==> src/core/skip_flag_pkg.sv <==
// shared constants and types for the flag-skip instruction block
package skip_flag_pkg;

    localparam int OPC_W    = 10;
    localparam int ADDR_W   = 3;
    localparam int DATA_W   = 8;
    localparam int NUM_SRC  = 3;

    // opcodes, index order: serial, timer 1, timer 2
    localparam logic [OPC_W-1:0] OPC_SKIP_SERIAL = 10'h288;
    localparam logic [OPC_W-1:0] OPC_SKIP_TIMER1 = 10'h280;
    localparam logic [OPC_W-1:0] OPC_SKIP_TIMER2 = 10'h281;

    // source indices
    localparam int SRC_SERIAL = 0;
    localparam int SRC_TIMER1 = 1;
    localparam int SRC_TIMER2 = 2;

    // control bit positions inside the interrupt control registers
    localparam int SERIAL_CTRL_POS = 3;
    localparam int TIMER1_CTRL_POS = 2;
    localparam int TIMER2_CTRL_POS = 3;

    // register offsets
    localparam logic [ADDR_W-1:0] ADDR_CTRL_ONE = 3'h0;
    localparam logic [ADDR_W-1:0] ADDR_CTRL_TWO = 3'h1;
    localparam logic [ADDR_W-1:0] ADDR_FLAGS    = 3'h2;
    localparam logic [ADDR_W-1:0] ADDR_STATUS   = 3'h3;
    localparam logic [ADDR_W-1:0] ADDR_MASK     = 3'h4;

    // reset values
    localparam logic [3:0]         CTRL_RESET   = 4'h0;
    localparam logic [NUM_SRC-1:0] STATUS_RESET = 3'h0;
    localparam logic [NUM_SRC-1:0] MASK_RESET   = 3'h0;

    typedef struct packed {
        logic             valid;
        logic [OPC_W-1:0] opcode;
    } instr_t;

    // one bit per request source, serial in bit 0
    typedef struct packed {
        logic timer2;
        logic timer1;
        logic serial;
    } src_vec_t;

    typedef enum logic {
        SEQ_RUN,
        SEQ_SKIP
    } seq_state_t;

endpackage

==> src/core/request_flag_cell.sv <==
// one interrupt request flag: set by its peripheral, cleared by a skip
`timescale 1ns/1ps
module request_flag_cell (
    input  wire logic clk_in,
    input  wire logic rst_n_in,
    input  wire logic set_in,
    input  wire logic clear_in,
    output logic      flag_out
);

    logic flag_q;

    // a request landing in the clearing cycle survives
    always_ff @(posedge clk_in or negedge rst_n_in) begin
        if (!rst_n_in) begin
            flag_q <= 1'b0;
        end else begin
            flag_q <= set_in | (flag_q & ~clear_in);
        end
    end

    assign flag_out = flag_q;

endmodule

==> src/core/skip_flag_decoder.sv <==
// flag-test skip instructions: decode, skip sequencing, request flags
//
// Summary of operation
// - serial skip opcode 1010001000, one word, one cycle, carry untouched
// - serial control bit 0 and serial flag set: skip the next word
// - serial skip clears the serial flag; flag 0 means no skip
// - serial control bit 1: instruction is a pure no-operation
// - timer 1 skip opcode 1010000000, one word, one cycle, carry untouched
// - timer 1 control bit 0 and timer 1 flag set: skip next word
// - timer 1 skip clears the timer 1 flag; flag 0 means no skip
// - timer 1 control bit 1: instruction is a no-operation
// - timer 2 skip opcode 1010000001, skips on control 0 and flag set
// - timer 2 control is bit 3 of register one; clears flag or no-ops
`timescale 1ns/1ps
module skip_flag_decoder (
    input  wire logic                                 clk_in,
    input  wire logic                                 rst_n_in,
    input  wire skip_flag_pkg::instr_t                instr_in,
    input  wire skip_flag_pkg::src_vec_t              request_set_in,
    input  wire logic [skip_flag_pkg::ADDR_W-1:0]     addr_in,
    input  wire logic [skip_flag_pkg::DATA_W-1:0]     wdata_in,
    input  wire logic                                 wr_in,
    input  wire logic                                 rd_in,
    output logic [skip_flag_pkg::DATA_W-1:0]          rdata_out,
    output skip_flag_pkg::src_vec_t                   flags_out,
    output logic                                      skip_next_out,
    output logic                                      carry_hold_out,
    output logic                                      irq_out
);
    import skip_flag_pkg::*;

    localparam logic [NUM_SRC-1:0][OPC_W-1:0] OPCODES =
        {OPC_SKIP_TIMER2, OPC_SKIP_TIMER1, OPC_SKIP_SERIAL};

    logic [3:0]          ctrl_one_q;
    logic [3:0]          ctrl_two_q;
    logic [NUM_SRC-1:0]  status_q;
    logic [NUM_SRC-1:0]  mask_q;
    logic [DATA_W-1:0]   rdata_q;
    seq_state_t          state_q;
    logic                skip_next_q;
    logic                carry_hold_q;
    logic                irq_q;
    logic [NUM_SRC-1:0]  flag_vec;
    logic [NUM_SRC-1:0]  set_vec;
    logic [NUM_SRC-1:0]  ctrl_vec;
    logic [NUM_SRC-1:0]  hit_vec;
    logic [NUM_SRC-1:0]  take_vec;
    logic                exec_now;
    logic                any_take;

    assign set_vec = request_set_in;

    genvar g;
    generate
        for (g = 0; g < NUM_SRC; g++) begin : g_flag
            request_flag_cell u_flag (
                .clk_in   (clk_in),
                .rst_n_in (rst_n_in),
                .set_in   (set_vec[g]),
                .clear_in (take_vec[g]),
                .flag_out (flag_vec[g])
            );
        end
    endgenerate

    assign ctrl_vec[SRC_SERIAL] = ctrl_two_q[SERIAL_CTRL_POS];
    assign ctrl_vec[SRC_TIMER1] = ctrl_one_q[TIMER1_CTRL_POS];
    assign ctrl_vec[SRC_TIMER2] = ctrl_one_q[TIMER2_CTRL_POS];

    // a word under suppression is not decoded, even if it is a skip itself
    assign exec_now = instr_in.valid && (state_q == SEQ_RUN);

    always_comb begin
        for (int i = 0; i < NUM_SRC; i++) begin
            hit_vec[i] = exec_now
                && (instr_in.opcode == OPCODES[i]);
            // control bit set makes it a no-operation
            take_vec[i] = hit_vec[i] && !ctrl_vec[i]
                && flag_vec[i];
        end
    end

    assign any_take = |take_vec;

    // skip sequencing, one instruction cycle per valid word
    always_ff @(posedge clk_in or negedge rst_n_in) begin
        if (!rst_n_in) begin
            state_q     <= SEQ_RUN;
            skip_next_q <= 1'b0;
        end else if (instr_in.valid) begin
            unique case (state_q)
                SEQ_RUN: begin
                    if (any_take) begin
                        state_q     <= SEQ_SKIP;
                        skip_next_q <= 1'b1;
                    end
                end
                SEQ_SKIP: begin
                    // exactly one word is swallowed, pc still steps over it
                    state_q     <= SEQ_RUN;
                    skip_next_q <= 1'b0;
                end
            endcase
        end
    end

    // these instructions never write carry; tells the alu to hold it
    always_ff @(posedge clk_in or negedge rst_n_in) begin
        if (!rst_n_in) begin
            carry_hold_q <= 1'b0;
        end else begin
            carry_hold_q <= |hit_vec;
        end
    end

    // control registers and interrupt mask
    always_ff @(posedge clk_in or negedge rst_n_in) begin
        if (!rst_n_in) begin
            ctrl_one_q <= CTRL_RESET;
            ctrl_two_q <= CTRL_RESET;
            mask_q     <= MASK_RESET;
        end else if (wr_in) begin
            if (addr_in == ADDR_CTRL_ONE) begin
                ctrl_one_q <= wdata_in[3:0];
            end
            if (addr_in == ADDR_CTRL_TWO) begin
                ctrl_two_q <= wdata_in[3:0];
            end
            if (addr_in == ADDR_MASK) begin
                mask_q <= wdata_in[NUM_SRC-1:0];
            end
        end
    end

    // sticky skip-taken events, write one to clear, a new event wins
    always_ff @(posedge clk_in or negedge rst_n_in) begin
        if (!rst_n_in) begin
            status_q <= STATUS_RESET;
        end else begin
            if (wr_in && addr_in == ADDR_STATUS) begin
                status_q <= (status_q & ~wdata_in[NUM_SRC-1:0]) | take_vec;
            end else begin
                status_q <= status_q | take_vec;
            end
        end
    end

    always_ff @(posedge clk_in or negedge rst_n_in) begin
        if (!rst_n_in) begin
            irq_q <= 1'b0;
        end else begin
            irq_q <= |(status_q & mask_q);
        end
    end

    // read data valid in the cycle after the strobe only
    always_ff @(posedge clk_in or negedge rst_n_in) begin
        if (!rst_n_in) begin
            rdata_q <= '0;
        end else if (rd_in) begin
            unique case (addr_in)
                ADDR_CTRL_ONE: rdata_q <= {4'h0, ctrl_one_q};
                ADDR_CTRL_TWO: rdata_q <= {4'h0, ctrl_two_q};
                ADDR_FLAGS:    rdata_q <= {5'h00, flag_vec};
                ADDR_STATUS:   rdata_q <= {5'h00, status_q};
                ADDR_MASK:     rdata_q <= {5'h00, mask_q};
                default:       rdata_q <= '0;
            endcase
        end else begin
            rdata_q <= '0;
        end
    end

    assign rdata_out      = rdata_q;
    assign flags_out      = flag_vec;
    assign skip_next_out  = skip_next_q;
    assign carry_hold_out = carry_hold_q;
    assign irq_out        = irq_q;
endmodule

==> config.mk <==
export PLATFORM = sky130hd
export DESIGN_NAME = skip_flag_decoder
export DESIGN_NICKNAME = d
export VERILOG_FILES = /design/src/core/skip_flag_pkg.sv /design/src/core/request_flag_cell.sv /design/src/core/skip_flag_decoder.sv
export SDC_FILE = /design/constraint.sdc
export NUM_CORES = 1
export LEC_CHECK = 0
export ABC_AREA = 0
export ABC_CLOCK_PERIOD_IN_PS = 2090
export BUFFER_PORTS_ARGS = -buffer_cell sky130_fd_sc_hd__buf_2
export CAP_MARGIN = 10
export CORE_MARGIN = 2
export CORE_UTILIZATION = 53
export DETAILED_ROUTE_END_ITERATION = 10
export PLACE_DENSITY_LB_ADDON = 0.3
export SETUP_SLACK_MARGIN = 0.15
export SKIP_CTS_REPAIR_TIMING = 1
export SLEW_MARGIN = 5
export SYNTH_ARGS = -nofsm -noshare
export SYNTH_HDL_FRONTEND = slang
export SYNTH_SLANG_ARGS = --single-unit
==> constraint.sdc <==
create_clock -name clk_in -period 2.09 [get_ports clk_in]
set_input_delay 0.418 -clock clk_in [delete_from_list [all_inputs] [get_ports clk_in]]
set_output_delay 0.418 -clock clk_in [all_outputs]
set_load 0.005 [all_outputs]
==> results of run 1 <==
registers in the layout (all words and copies together) (netlist names), 3 cells and up:
signal	flops
ctrl_one_q	4
ctrl_two_q	4
rdata_out	4
g_flag.u_flag.flag_out	3
mask_q	3
status_q	3
power groups by stage:
stage / Clock (mW) / Combinational, mW / Sequential, mW
floorplan: 0 / 0.114 / 0.571
global placement: 0 / 0.158 / 0.580
detailed placement: 0 / 0.167 / 0.584
CTS: 0.223 / 0.167 / 0.574
global route: 0.240 / 0.185 / 0.582
finish: 0.214 / 0.166 / 0.574
synthesized netlist by cell type:
cell type	n	area share
and4bb_2	1	0.0097
nor4b_2	1	0.012
dfrtp_1	25	0.49
nor4_1	2	0.0097
o21ai_0	1	0.0039
nor2_2	1	0.0049
and3_1	1	0.0049
o22ai_1	1	0.0049
nand2_1	1	0.0029
nor3_1	2	0.0078
a222oi_1	1	0.0078
mux2i_1	1	0.0078
mux2_2	14	0.12
buf_2	1	0.0039
nor2_1	4	0.012
a221oi_1	1	0.0068
inv_1	3	0.0088
nor3b_4	1	0.015
nor2b_1	2	0.0097
a22o_1	3	0.020
a32oi_1	3	0.020
nor4b_4	1	0.019
and2b_1	1	0.0059
nor4bb_4	1	0.019
a21oi_1	7	0.027
buf_4	8	0.047
nor4bb_1	1	0.0078
a22oi_1	3	0.018
and4_1	1	0.0068
conb_1	1	0.0029
nand4_1	4	0.019
buf_6	2	0.018
nor4b_1	4	0.027
final cells by class:
class	count	area [um2]	area share
inverter	3	11.3	0.00783
timing repair buffer	34	170	0.118
multi-input combinational	68	571	0.397
sequential	25	626	0.435
clock buffer	4	26.3	0.0183
tap	28	35.0	0.0243
metal layers:
metal,up-vias,track usage,wire [um]
li1,449,-,-
met1,474,0.293,1150
met2,48,0.362,1250
met3,2,0.0367,166
met4,0,0.0855,29
met5,-,0,0
per-stage QoR:
step	hold slack, ns	std cells	setup WS (ns)	utilization
2_1_floorplan	0.122	107	0.683	-
3_3_place_gp	0.425	158	0.478	0.627
3_5_place_dp	0.435	158	0.452	0.627
4_1_cts	0.0728	162	0.671	0.638
5_1_grt	0.0955	162	0.548	0.638
6_report	0.0661	162	0.666	0.638
cells by family after synthesis:
logic type             Yosys count  synth area share
flip-flops                      25             0.487
AND/OR/NAND/NOR                 29             0.193
AO/OA/AOI/OAI                   20             0.109
buffers and inverters           14            0.0770
multiplexers                    15             0.131
other                            1           0.00292
worst max-delay path by stage:
stage | start | endpoint | slack, ns | depth (start not counted)
floorplan | addr_in[0] | ctrl_one_q[0]$_DFFE_PN0P_ | 0.68 | 3
global placement | addr_in[1] | ctrl_two_q[0]$_DFFE_PN0P_ | 0.48 | 3
detailed placement | addr_in[1] | ctrl_two_q[0]$_DFFE_PN0P_ | 0.45 | 3
CTS | ctrl_one_q[2]$_DFFE_PN0P_ | skip_next_out$_DFFE_PN0P_ | 0.67 | 3
global route | ctrl_one_q[2]$_DFFE_PN0P_ | skip_next_out$_DFFE_PN0P_ | 0.55 | 3
finish | ctrl_one_q[2]$_DFFE_PN0P_ | skip_next_out$_DFFE_PN0P_ | 0.67 | 3
layout by cell type (no fill, tap or decap), types with 4 or more instances in the layout:
master and n:
a21oi_1 7, buf_2 34, conb_1 4, dfrtp_1 25, mux2_2 14, nand4_1 4
nor2_1 4, nor4b_1 4
==> key figures, run 1 <==
Status
  • Outcome: completed

Critical path
  • CP top delay family: simple AND/OR/NAND/NOR gates
  • Reg2Reg Setup Slack: 0.67 ns
  • Crit-path max FO: 4
  • Buf/Inv on CP: 0
  • CP max stage cell: nor4b_1
  • Critical path's largest stage delay: 0.55 ns
  • Critical Path RT: 2.32 ns
  • Crit path kind: register to register
  • Arr. time, crit path: 1.65 ns
  • Worst flop-to-flop path startpoint: ctrl_one_q[2]$_DFFE_PN0P_
  • Crit. End Element: register
  • End of the worst register-to-register path: skip_next_out$_DFFE_PN0P_
  • Critical path startpoint category: register
  • Worst-case reg-to-reg path depth: 3
  • Cell Chain, Critical Path: nor4b_1, nor4_1, a221oi_1

Synthesis
  • Syn_area_per_cell: 12.3 um2
  • Sequential fraction of the synthesis area: 0.487
  • Post-Syn Area: 1280 um2
  • #FFs+latches synth: 25
  • Number of distinct library cells after synthesis: 33
  • Post-Syn Instances: 104
  • Ys Warns: 0

STA
  • Worst slew pin tran: 0.565 ns
  • Fmax: 702 MHz
  • Final Skew: 0.00716 ns
  • RSZ-0062 raised after global routing: false
  • Max_slew headroom: 0.618
  • Fin. Hold Viols: 0
  • TNS Setup: 0 ns
  • Final setup viols: 0
  • Final worst path period share: 0.682
  • Max-slew violations: 0
  • Minimum clock period: 1.42 ns

Routing
  • Routed wire length per instance: 16.0 um
  • DRC: 0
  • Drt pass-1 iters: 4
  • DR vias: 973
  • Initial drt markers: 15
  • Final antenna-violating net count: 0
  • Post-Route WL: 2590 um
  • Vias per inst: 6.01

GRT
  • Largest net degree at the start of global routing: 26
  • Total GRT Usage: 0.222
  • Global-route wire length before repair: 4490 um
  • Gr ovfl total: 0
  • Initial antenna violation count: 0
  • Number of global-route vias before repair: 975

CTS
  • Htree depth: 1
  • CTS Buffer Depth: 2
  • TritonCTS Buffers: 3
  • Clk slew on worst S/H paths: 0.13 ns
  • Root Driver: clkbuf_4
  • Num Clock Sinks: 25
  • Worst skew pair latency: 0.32 ns
  • CTS tree: done

Placement
  • GP Congestion: 0.873
  • I/O Buffers: 34
  • Post-DP HPWL: 2010 um
  • Dpl cell area: 1410 um2

Pwr
  • Leakage: 0.656 nW
  • Max VDD drop: 0.484 mV
  • Cell Int Power: 0.699 mW
  • Comb power frac: 0.174
  • Reg power frac: 0.602
  • Cell Pwr Density: 663 nW/um2
  • Clock Power Share: 0.224
  • Design Power: 0.954 mW
  • P_sw: 0.255 mW
  • Net Sw Frac: 0.267

Floorplan
  • Total die area: 2830 um2
  • Die H: 53.2 um
  • Initial Utilization: 0.569
  • I/O pin count: 43
  • Die W: 53.2 um
  • Cell Rows: 17
  • Core area: 2250 um2

Finish
  • Fin nets: 164
  • Ant. Diodes: 0
  • Fillers: 200
  • Syn-to-layout area delta: 12.1%
  • Design area: 1440 um2
  • Fraction of layout cells with a size suffix above 1: 0.425

Job
  • Max-cap viol count: 0

Min path
  • Worst hold-check path type: input port to asynchronous set/reset pin
(Power assumes the default switching activity.)
==> run 2, diff against run 1 <==
--- a/config.mk
+++ b/config.mk
@@ -6,11 +6,11 @@
 export NUM_CORES = 1
 export LEC_CHECK = 0
 export ABC_AREA = 0
-export ABC_CLOCK_PERIOD_IN_PS = 2090
+export ABC_CLOCK_PERIOD_IN_PS = 1300
 export BUFFER_PORTS_ARGS = -buffer_cell sky130_fd_sc_hd__buf_2
 export CAP_MARGIN = 10
 export CORE_MARGIN = 2
-export CORE_UTILIZATION = 53
+export CORE_UTILIZATION = 44
 export DETAILED_ROUTE_END_ITERATION = 10
 export PLACE_DENSITY_LB_ADDON = 0.3
 export SETUP_SLACK_MARGIN = 0.15
==> constraint.sdc (replaced) <==
create_clock -name clk_in -period 1.3 [get_ports clk_in]
set_input_delay 0.26 -clock clk_in [delete_from_list [all_inputs] [get_ports clk_in]]
set_output_delay 0.26 -clock clk_in [all_outputs]
set_load 0.005 [all_outputs]
==> run 2 against run 1 <==
  * Power increased by 69%
  * Sequential share of layout area shrank 7.0 points
  * Non-clock buffer count grew 25
  * First-iteration DRC count grew to 3.0 times the previous value
  * Global-route usage is 4.4 points lower
  * Routed wire length grew 9.0%
  * Highest routed layer unchanged
==> key figures, run 2 (synthesis gave the netlist of run 1 again) <==
Critical path
  • Cell Chain, Critical Path: nor4b_4, nand4_1, buf_4, o22ai_2
  • Crit-path max FO: 2 (-2)
  • End of the worst register-to-register path: state_q$_DFFE_PN0P_
  • Critical path startpoint category: register
  • Arr. time, crit path: 1.50 ns (-0.15 ns)
  • Crit path kind: register to register
  • Crit. End Element: register
  • CP top delay family: simple AND/OR/NAND/NOR gates
  • Buf/Inv on CP: 1 (+1)
  • Worst flop-to-flop path startpoint: state_q$_DFFE_PN0P_
  • Critical Path Start: state_q$_DFFE_PN0P_
  • Worst-case reg-to-reg path depth: 4 (+1)
  • Critical Path RT: 1.54 ns (-0.78 ns)
  • Reg2Reg Setup Slack: 0.03 ns (-0.63 ns)
  • Critical path's largest stage delay: 0.44 ns (-0.11 ns)
  • CP max stage cell: dfrtp_1

Status
  • Outcome: completed

Finish
  • Commonest non-fill, non-tap cell in the layout: buf_2
  • Fraction of layout cells with a size suffix above 1: 0.560 (+0.134)
  • Ant. Diodes: 0 (unchanged)
  • Fin nets: 189 (+15%)
  • Most frequent cells in the layout: buf_2, dfrtp_1, buf_4
  • Syn-to-layout area delta: 33.5%
  • Final std cells w/o fill: 190 (+17%)
  • Fillers: 227 (+14%)

STA
  • RSZ-0062 raised after global routing: true
  • Fin. Hold Viols: 0 (unchanged)
  • Max-slew violations: 0 (unchanged)
  • Final Skew: 0.00321 ns (-0.00395 ns)
  • Worst hold slack: 0.163 ns (+0.0964 ns)
  • Final worst path period share: 0.974 (+0.293)
  • Minimum clock period: 1.27 ns (-0.158 ns)
  • Final Worst Setup Slack: 0.0332 ns (-0.632 ns)
  • Max_slew headroom: 0.636 (+0.0175)
  • TNS Setup: 0 ns (unchanged)
  • Fmax: 789 MHz (+12%)
  • Worst slew pin tran: 0.546 ns (-0.0186 ns)
  • Final setup viols: 0 (unchanged)

Floorplan
  • I/O pin count: 43 (unchanged)
  • Die W: 58.0 um (+9.0%)
  • Cell Rows: 19 (+2)
  • Initial Utilization: 0.466 (-0.104)
  • Die H: 58.0 um (+9.0%)
  • Total die area: 3370 um2 (+19%)
  • Core area: 2760 um2 (+22%)

CTS
  • Num Clock Sinks: 25 (unchanged)
  • Clk slew on worst S/H paths: 0.13 ns (about the same)
  • CTS tree: done
  • CTS Buffer Depth: 2 (unchanged)
  • Worst skew pair latency: 0.30 ns (-0.02 ns)
  • Root Driver: clkbuf_4
  • Htree depth: 1 (unchanged)
  • TritonCTS Buffers: 3 (unchanged)

Routing
  • Initial drt markers: 45 (+30)
  • Final antenna-violating net count: 0 (unchanged)
  • Routed wire length per instance: 14.9 um (-7.0%)
  • DR vias: 1,018 (+4.6%)
  • DRC: 0 (unchanged)
  • Post-Route WL: 2830 um (+9.0%)
  • Drt pass-1 iters: 5 (+1)
  • Vias per inst: 5.36 (-11%)

GRT
  • Largest net degree at the start of global routing: 26 (unchanged)
  • Number of global-route vias before repair: 1,014 (+4.0%)
  • Initial antenna violation count: 0 (unchanged)
  • Total GRT Usage: 0.178 (-0.0436)
  • Global-route wire length before repair: 4630 um (+3.2%)
  • Gr ovfl total: 0 (unchanged)

Pwr
  • Max VDD drop: 0.717 mV (+48%)
  • Leakage: 0.800 nW (+22%)
  • Cell Pwr Density: 940 nW/um2 (+42%)
  • Design Power: 1.61 mW (+69%)

Min path
  • Worst min-delay path endpoint: skip_next_out$_DFFE_PN0P_
  • Worst hold-check path type: input port to register
  • Hold Path Origin: instr_in[10]
  • Worst Hold Depth: 2

Placement
  • I/O Buffers: 34 (unchanged)
  • GP Congestion: 0.814 (-6.7%)
  • Post-DP HPWL: 2160 um (+7.4%)
  • Pre-CTS setup slack: -0.0639 ns (-0.516 ns)
  • Placed cells: 179 (+13%)

Job
  • Max-cap viol count: 0 (unchanged)
==> run 2: cell type report <==
cell class | instances | area (um2) | area share
clock buffers | 4 | 26.3 | 0.0153
inverters | 3 | 11.3 | 0.00657
multi-input cells | 68 | 629 | 0.367
well taps | 31 | 38.8 | 0.0226
flip-flops and latches | 25 | 626 | 0.365
repair buffers | 59 | 383 | 0.223
==> run 2: report_power, final <==
part | total [mW] | switching (mW) | internal [mW]
logic | 0.368 | 0.157 | 0.211
clock network | 0.330 | 0.211 | 0.120
registers | 0.913 | 0.0521 | 0.861
==> run 2: how the worst max path moves through the flow <==
stage | endpoint | slack, ns | cells after the start
after global routing | state_q$_DFFE_PN0P_ | -0.05 | 4
after floorplan | ctrl_two_q[0]$_DFFE_PN0P_ | 0.09 | 3
after global placement | rdata_out[2]$_DFF_PN0_ | -0.05 | 5
after detailed placement | ctrl_two_q[0]$_DFFE_PN0P_ | -0.06 | 4
final | state_q$_DFFE_PN0P_ | 0.03 | 4
after CTS | status_q[1]$_DFF_PN0_ | -0.009 | 3
==> run 2: layer usage <==
metal,vias up,wire length (um),track usage
li1,497,-,-
met1,488,1270,0.254
met2,29,1390,0.278
met3,4,131,0.0223
met4,0,34,0.0698
met5,-,0,0
==> run 2: stage by stage <==
step,area (um2),util
floorplan,1330,-
global placement,1590,0.576
detailed placement,1590,0.576
CTS,1610,0.585
global route,1710,0.622
finish,1710,0.622
==> run 3, diff against run 2 <==
--- a/config.mk
+++ b/config.mk
@@ -13,6 +13,7 @@
 export CORE_UTILIZATION = 44
 export DETAILED_ROUTE_END_ITERATION = 10
 export PLACE_DENSITY_LB_ADDON = 0.3
+export RECOVER_POWER = 50
 export SETUP_SLACK_MARGIN = 0.15
 export SKIP_CTS_REPAIR_TIMING = 1
 export SLEW_MARGIN = 5
==> run 3 against run 2 <==
  * Worst hold slack got worse by 0.0012 ns
  * Combinational power fell by 3%
  * First-iteration DRC count fell by 13%
  * Critical endpoint is now carry_hold_out$_DFF_PN0_
  * Non-clock buffer count did not move
  * Clock-buffer cell count did not move
  * Clock power barely moved
  * Fmax barely moved
  * Register-to-register slack barely moved
  * Die area did not move
  * Final cell count did not move
  * Flip-flop and latch count did not move
  * Largest power group unchanged
  * Largest cell class is now flip-flops and latches
  * Critical path type unchanged
  * Sequential power barely moved
==> key figures, run 3 (synthesis gave the netlist of run 1 again) <==
Status
  • Outcome: completed

Finish
  • Commonest non-fill, non-tap cell in the layout: buf_2
  • Fillers: 234 (+3.1%)
  • Most frequent cells in the layout: buf_2, dfrtp_1, buf_4
  • Fin nets: 189 (unchanged)
  • Fraction of layout cells with a size suffix above 1: 0.528 (-0.0314)
  • Ant. Diodes: 0 (unchanged)
  • Syn-to-layout area delta: 31.9%

Pwr
  • Cell Int Power: 1.18 mW (-0.71%)
  • Reg power frac: 0.570 (+0.003)
  • Leakage: 0.791 nW (-1.2%)
  • Cell Pwr Density: 946 nW/um2 (+0.66%)
  • P_sw: 0.419 mW (-0.25%)
  • Max VDD drop: 0.715 mV (-0.27%)
  • Clock Power Share: 0.207 (+0.002)
  • Comb power frac: 0.223 (-0.006)
  • Net Sw Frac: 0.261 (+0.000890)
  • Design Power: 1.60 mW (-0.59%)

Critical path
  • Critical Path RT: 1.54 ns (about the same)
  • Arr. time, crit path: 1.51 ns (about the same)
  • Crit path kind: register to register
  • Worst-case reg-to-reg path depth: 4 (unchanged)
  • Crit-path max FO: 2 (unchanged)
  • Critical path startpoint category: register
  • Crit. End Element: register

Placement
  • Post-DP HPWL: 2160 um (unchanged)
  • I/O Buffers: 34 (unchanged)
  • GP Congestion: 0.814 (unchanged)
  • Pre-CTS setup slack: -0.0639 ns (unchanged)

STA
  • Final setup viols: 0 (unchanged)
  • Final Worst Setup Slack: 0.0326 ns (-0.000633 ns)
  • RSZ-0062 raised after global routing: true
  • Worst slew pin tran: 0.609 ns (+0.0626 ns)
  • TNS Setup: 0 ns (unchanged)
  • Max_slew headroom: 0.594 (-0.0417)
  • Minimum clock period: 1.27 ns (+0.000633 ns)
  • Max-slew violations: 0 (unchanged)
  • Fmax: 789 MHz (about the same)
  • Final worst path period share: 0.975 (about the same)
  • Fin. Hold Viols: 0 (unchanged)
  • Final Skew: 0.00382 ns (+0.000607 ns)

GRT
  • Global-route wire length before repair: 4630 um (unchanged)
  • Total GRT Usage: 0.178 (unchanged)
  • Gr ovfl total: 0 (unchanged)
  • Largest net degree at the start of global routing: 26 (unchanged)
  • Number of global-route vias before repair: 1,014 (unchanged)
  • Initial antenna violation count: 0 (unchanged)

CTS
  • Clk slew on worst S/H paths: 0.13 ns (about the same)
  • CTS tree: done
  • TritonCTS Buffers: 3 (unchanged)
  • Root Driver: clkbuf_4
  • CTS Buffer Depth: 2 (unchanged)
  • Worst skew pair latency: 0.30 ns (about the same)
  • Num Clock Sinks: 25 (unchanged)
  • Htree depth: 1 (unchanged)

Routing
  • Routed wire length per instance: 14.9 um (+0.28%)
  • Vias per inst: 5.44 (+1.5%)
  • Post-Route WL: 2840 um (+0.28%)
  • DRC: 0 (unchanged)
  • DR vias: 1,033 (+1.5%)
  • Initial drt markers: 39 (-13%)
  • Drt pass-1 iters: 4 (-1)
  • Final antenna-violating net count: 0 (unchanged)

Floorplan
  • Die H: 58.0 um (unchanged)
  • Core area: 2760 um2 (unchanged)
  • Die W: 58.0 um (unchanged)
  • I/O pin count: 43 (unchanged)
  • Total die area: 3370 um2 (unchanged)
  • Cell Rows: 19 (unchanged)
  • Initial Utilization: 0.466 (unchanged)

Min path
  • Worst hold-check path type: input port to register
  • Worst Hold Depth: 2 (unchanged)

Job
  • Max-cap viol count: 0 (unchanged)
run 3: critical path, cell delays in order, from the launching register on:
cell and delay (ns):
dfrtp_1 0.44, nor4b_4 0.32, nand4_1 0.18, buf_4 0.18, a21oi_2 0.09
run 3: path summary, 6_finish.rpt:
check,endpoint,slack [ns],start
max,carry_hold_out$_DFF_PN0_,0.03,state_q$_DFFE_PN0P_
min,skip_next_out$_DFFE_PN0P_,0.16,instr_in[10]
max reg2reg,carry_hold_out$_DFF_PN0_,0.03,state_q$_DFFE_PN0P_
min reg2reg,ctrl_two_q[1]$_DFFE_PN0P_,0.53,ctrl_two_q[1]$_DFFE_PN0P_
max in group asynchronous,ctrl_one_q[3]$_DFFE_PN0P_,0.43,rst_n_in
min in group asynchronous,mask_q[0]$_DFFE_PN0P_,0.47,rst_n_in
run 3: cell type report:
class                   instances  area (um2)  share of cell area
clock buffers                   4        26.3              0.0155
inverters                       3        11.3             0.00665
multi-input cells              68         617               0.364
flip-flops and latches         25         626               0.370
well taps                      31        38.8              0.0229
repair buffers                 59         374               0.221
run 3: power groups by stage:
stage / clock network [mW] / registers, mW / logic, mW
global placement: 0 / 0.924 / 0.348
global route: 0.392 / 0.921 / 0.388
floorplan: 0 / 0.919 / 0.199
finish: 0.332 / 0.913 / 0.358
detailed placement: 0 / 0.927 / 0.357
CTS: 0.349 / 0.913 / 0.358
run 3: per-layer routing:
metal,share of wire,vias to the layer above,track usage
met4,0.012,0,0.0698
met1,0.45,496,0.254
met5,0,-,0
met2,0.50,34,0.278
met3,0.047,4,0.0223
li1,-,499,-
run 3: through the flow:
stage	utilization	hold slack [ns]	instance area (um2)	instances
after floorplan	-	-0.0356	1330	107
after global placement	0.576	0.276	1590	179
after detailed placement	0.576	0.281	1590	179
after CTS	0.585	-0.0724	1610	183
after global routing	0.614	0.140	1690	190
final	0.614	0.161	1690	190
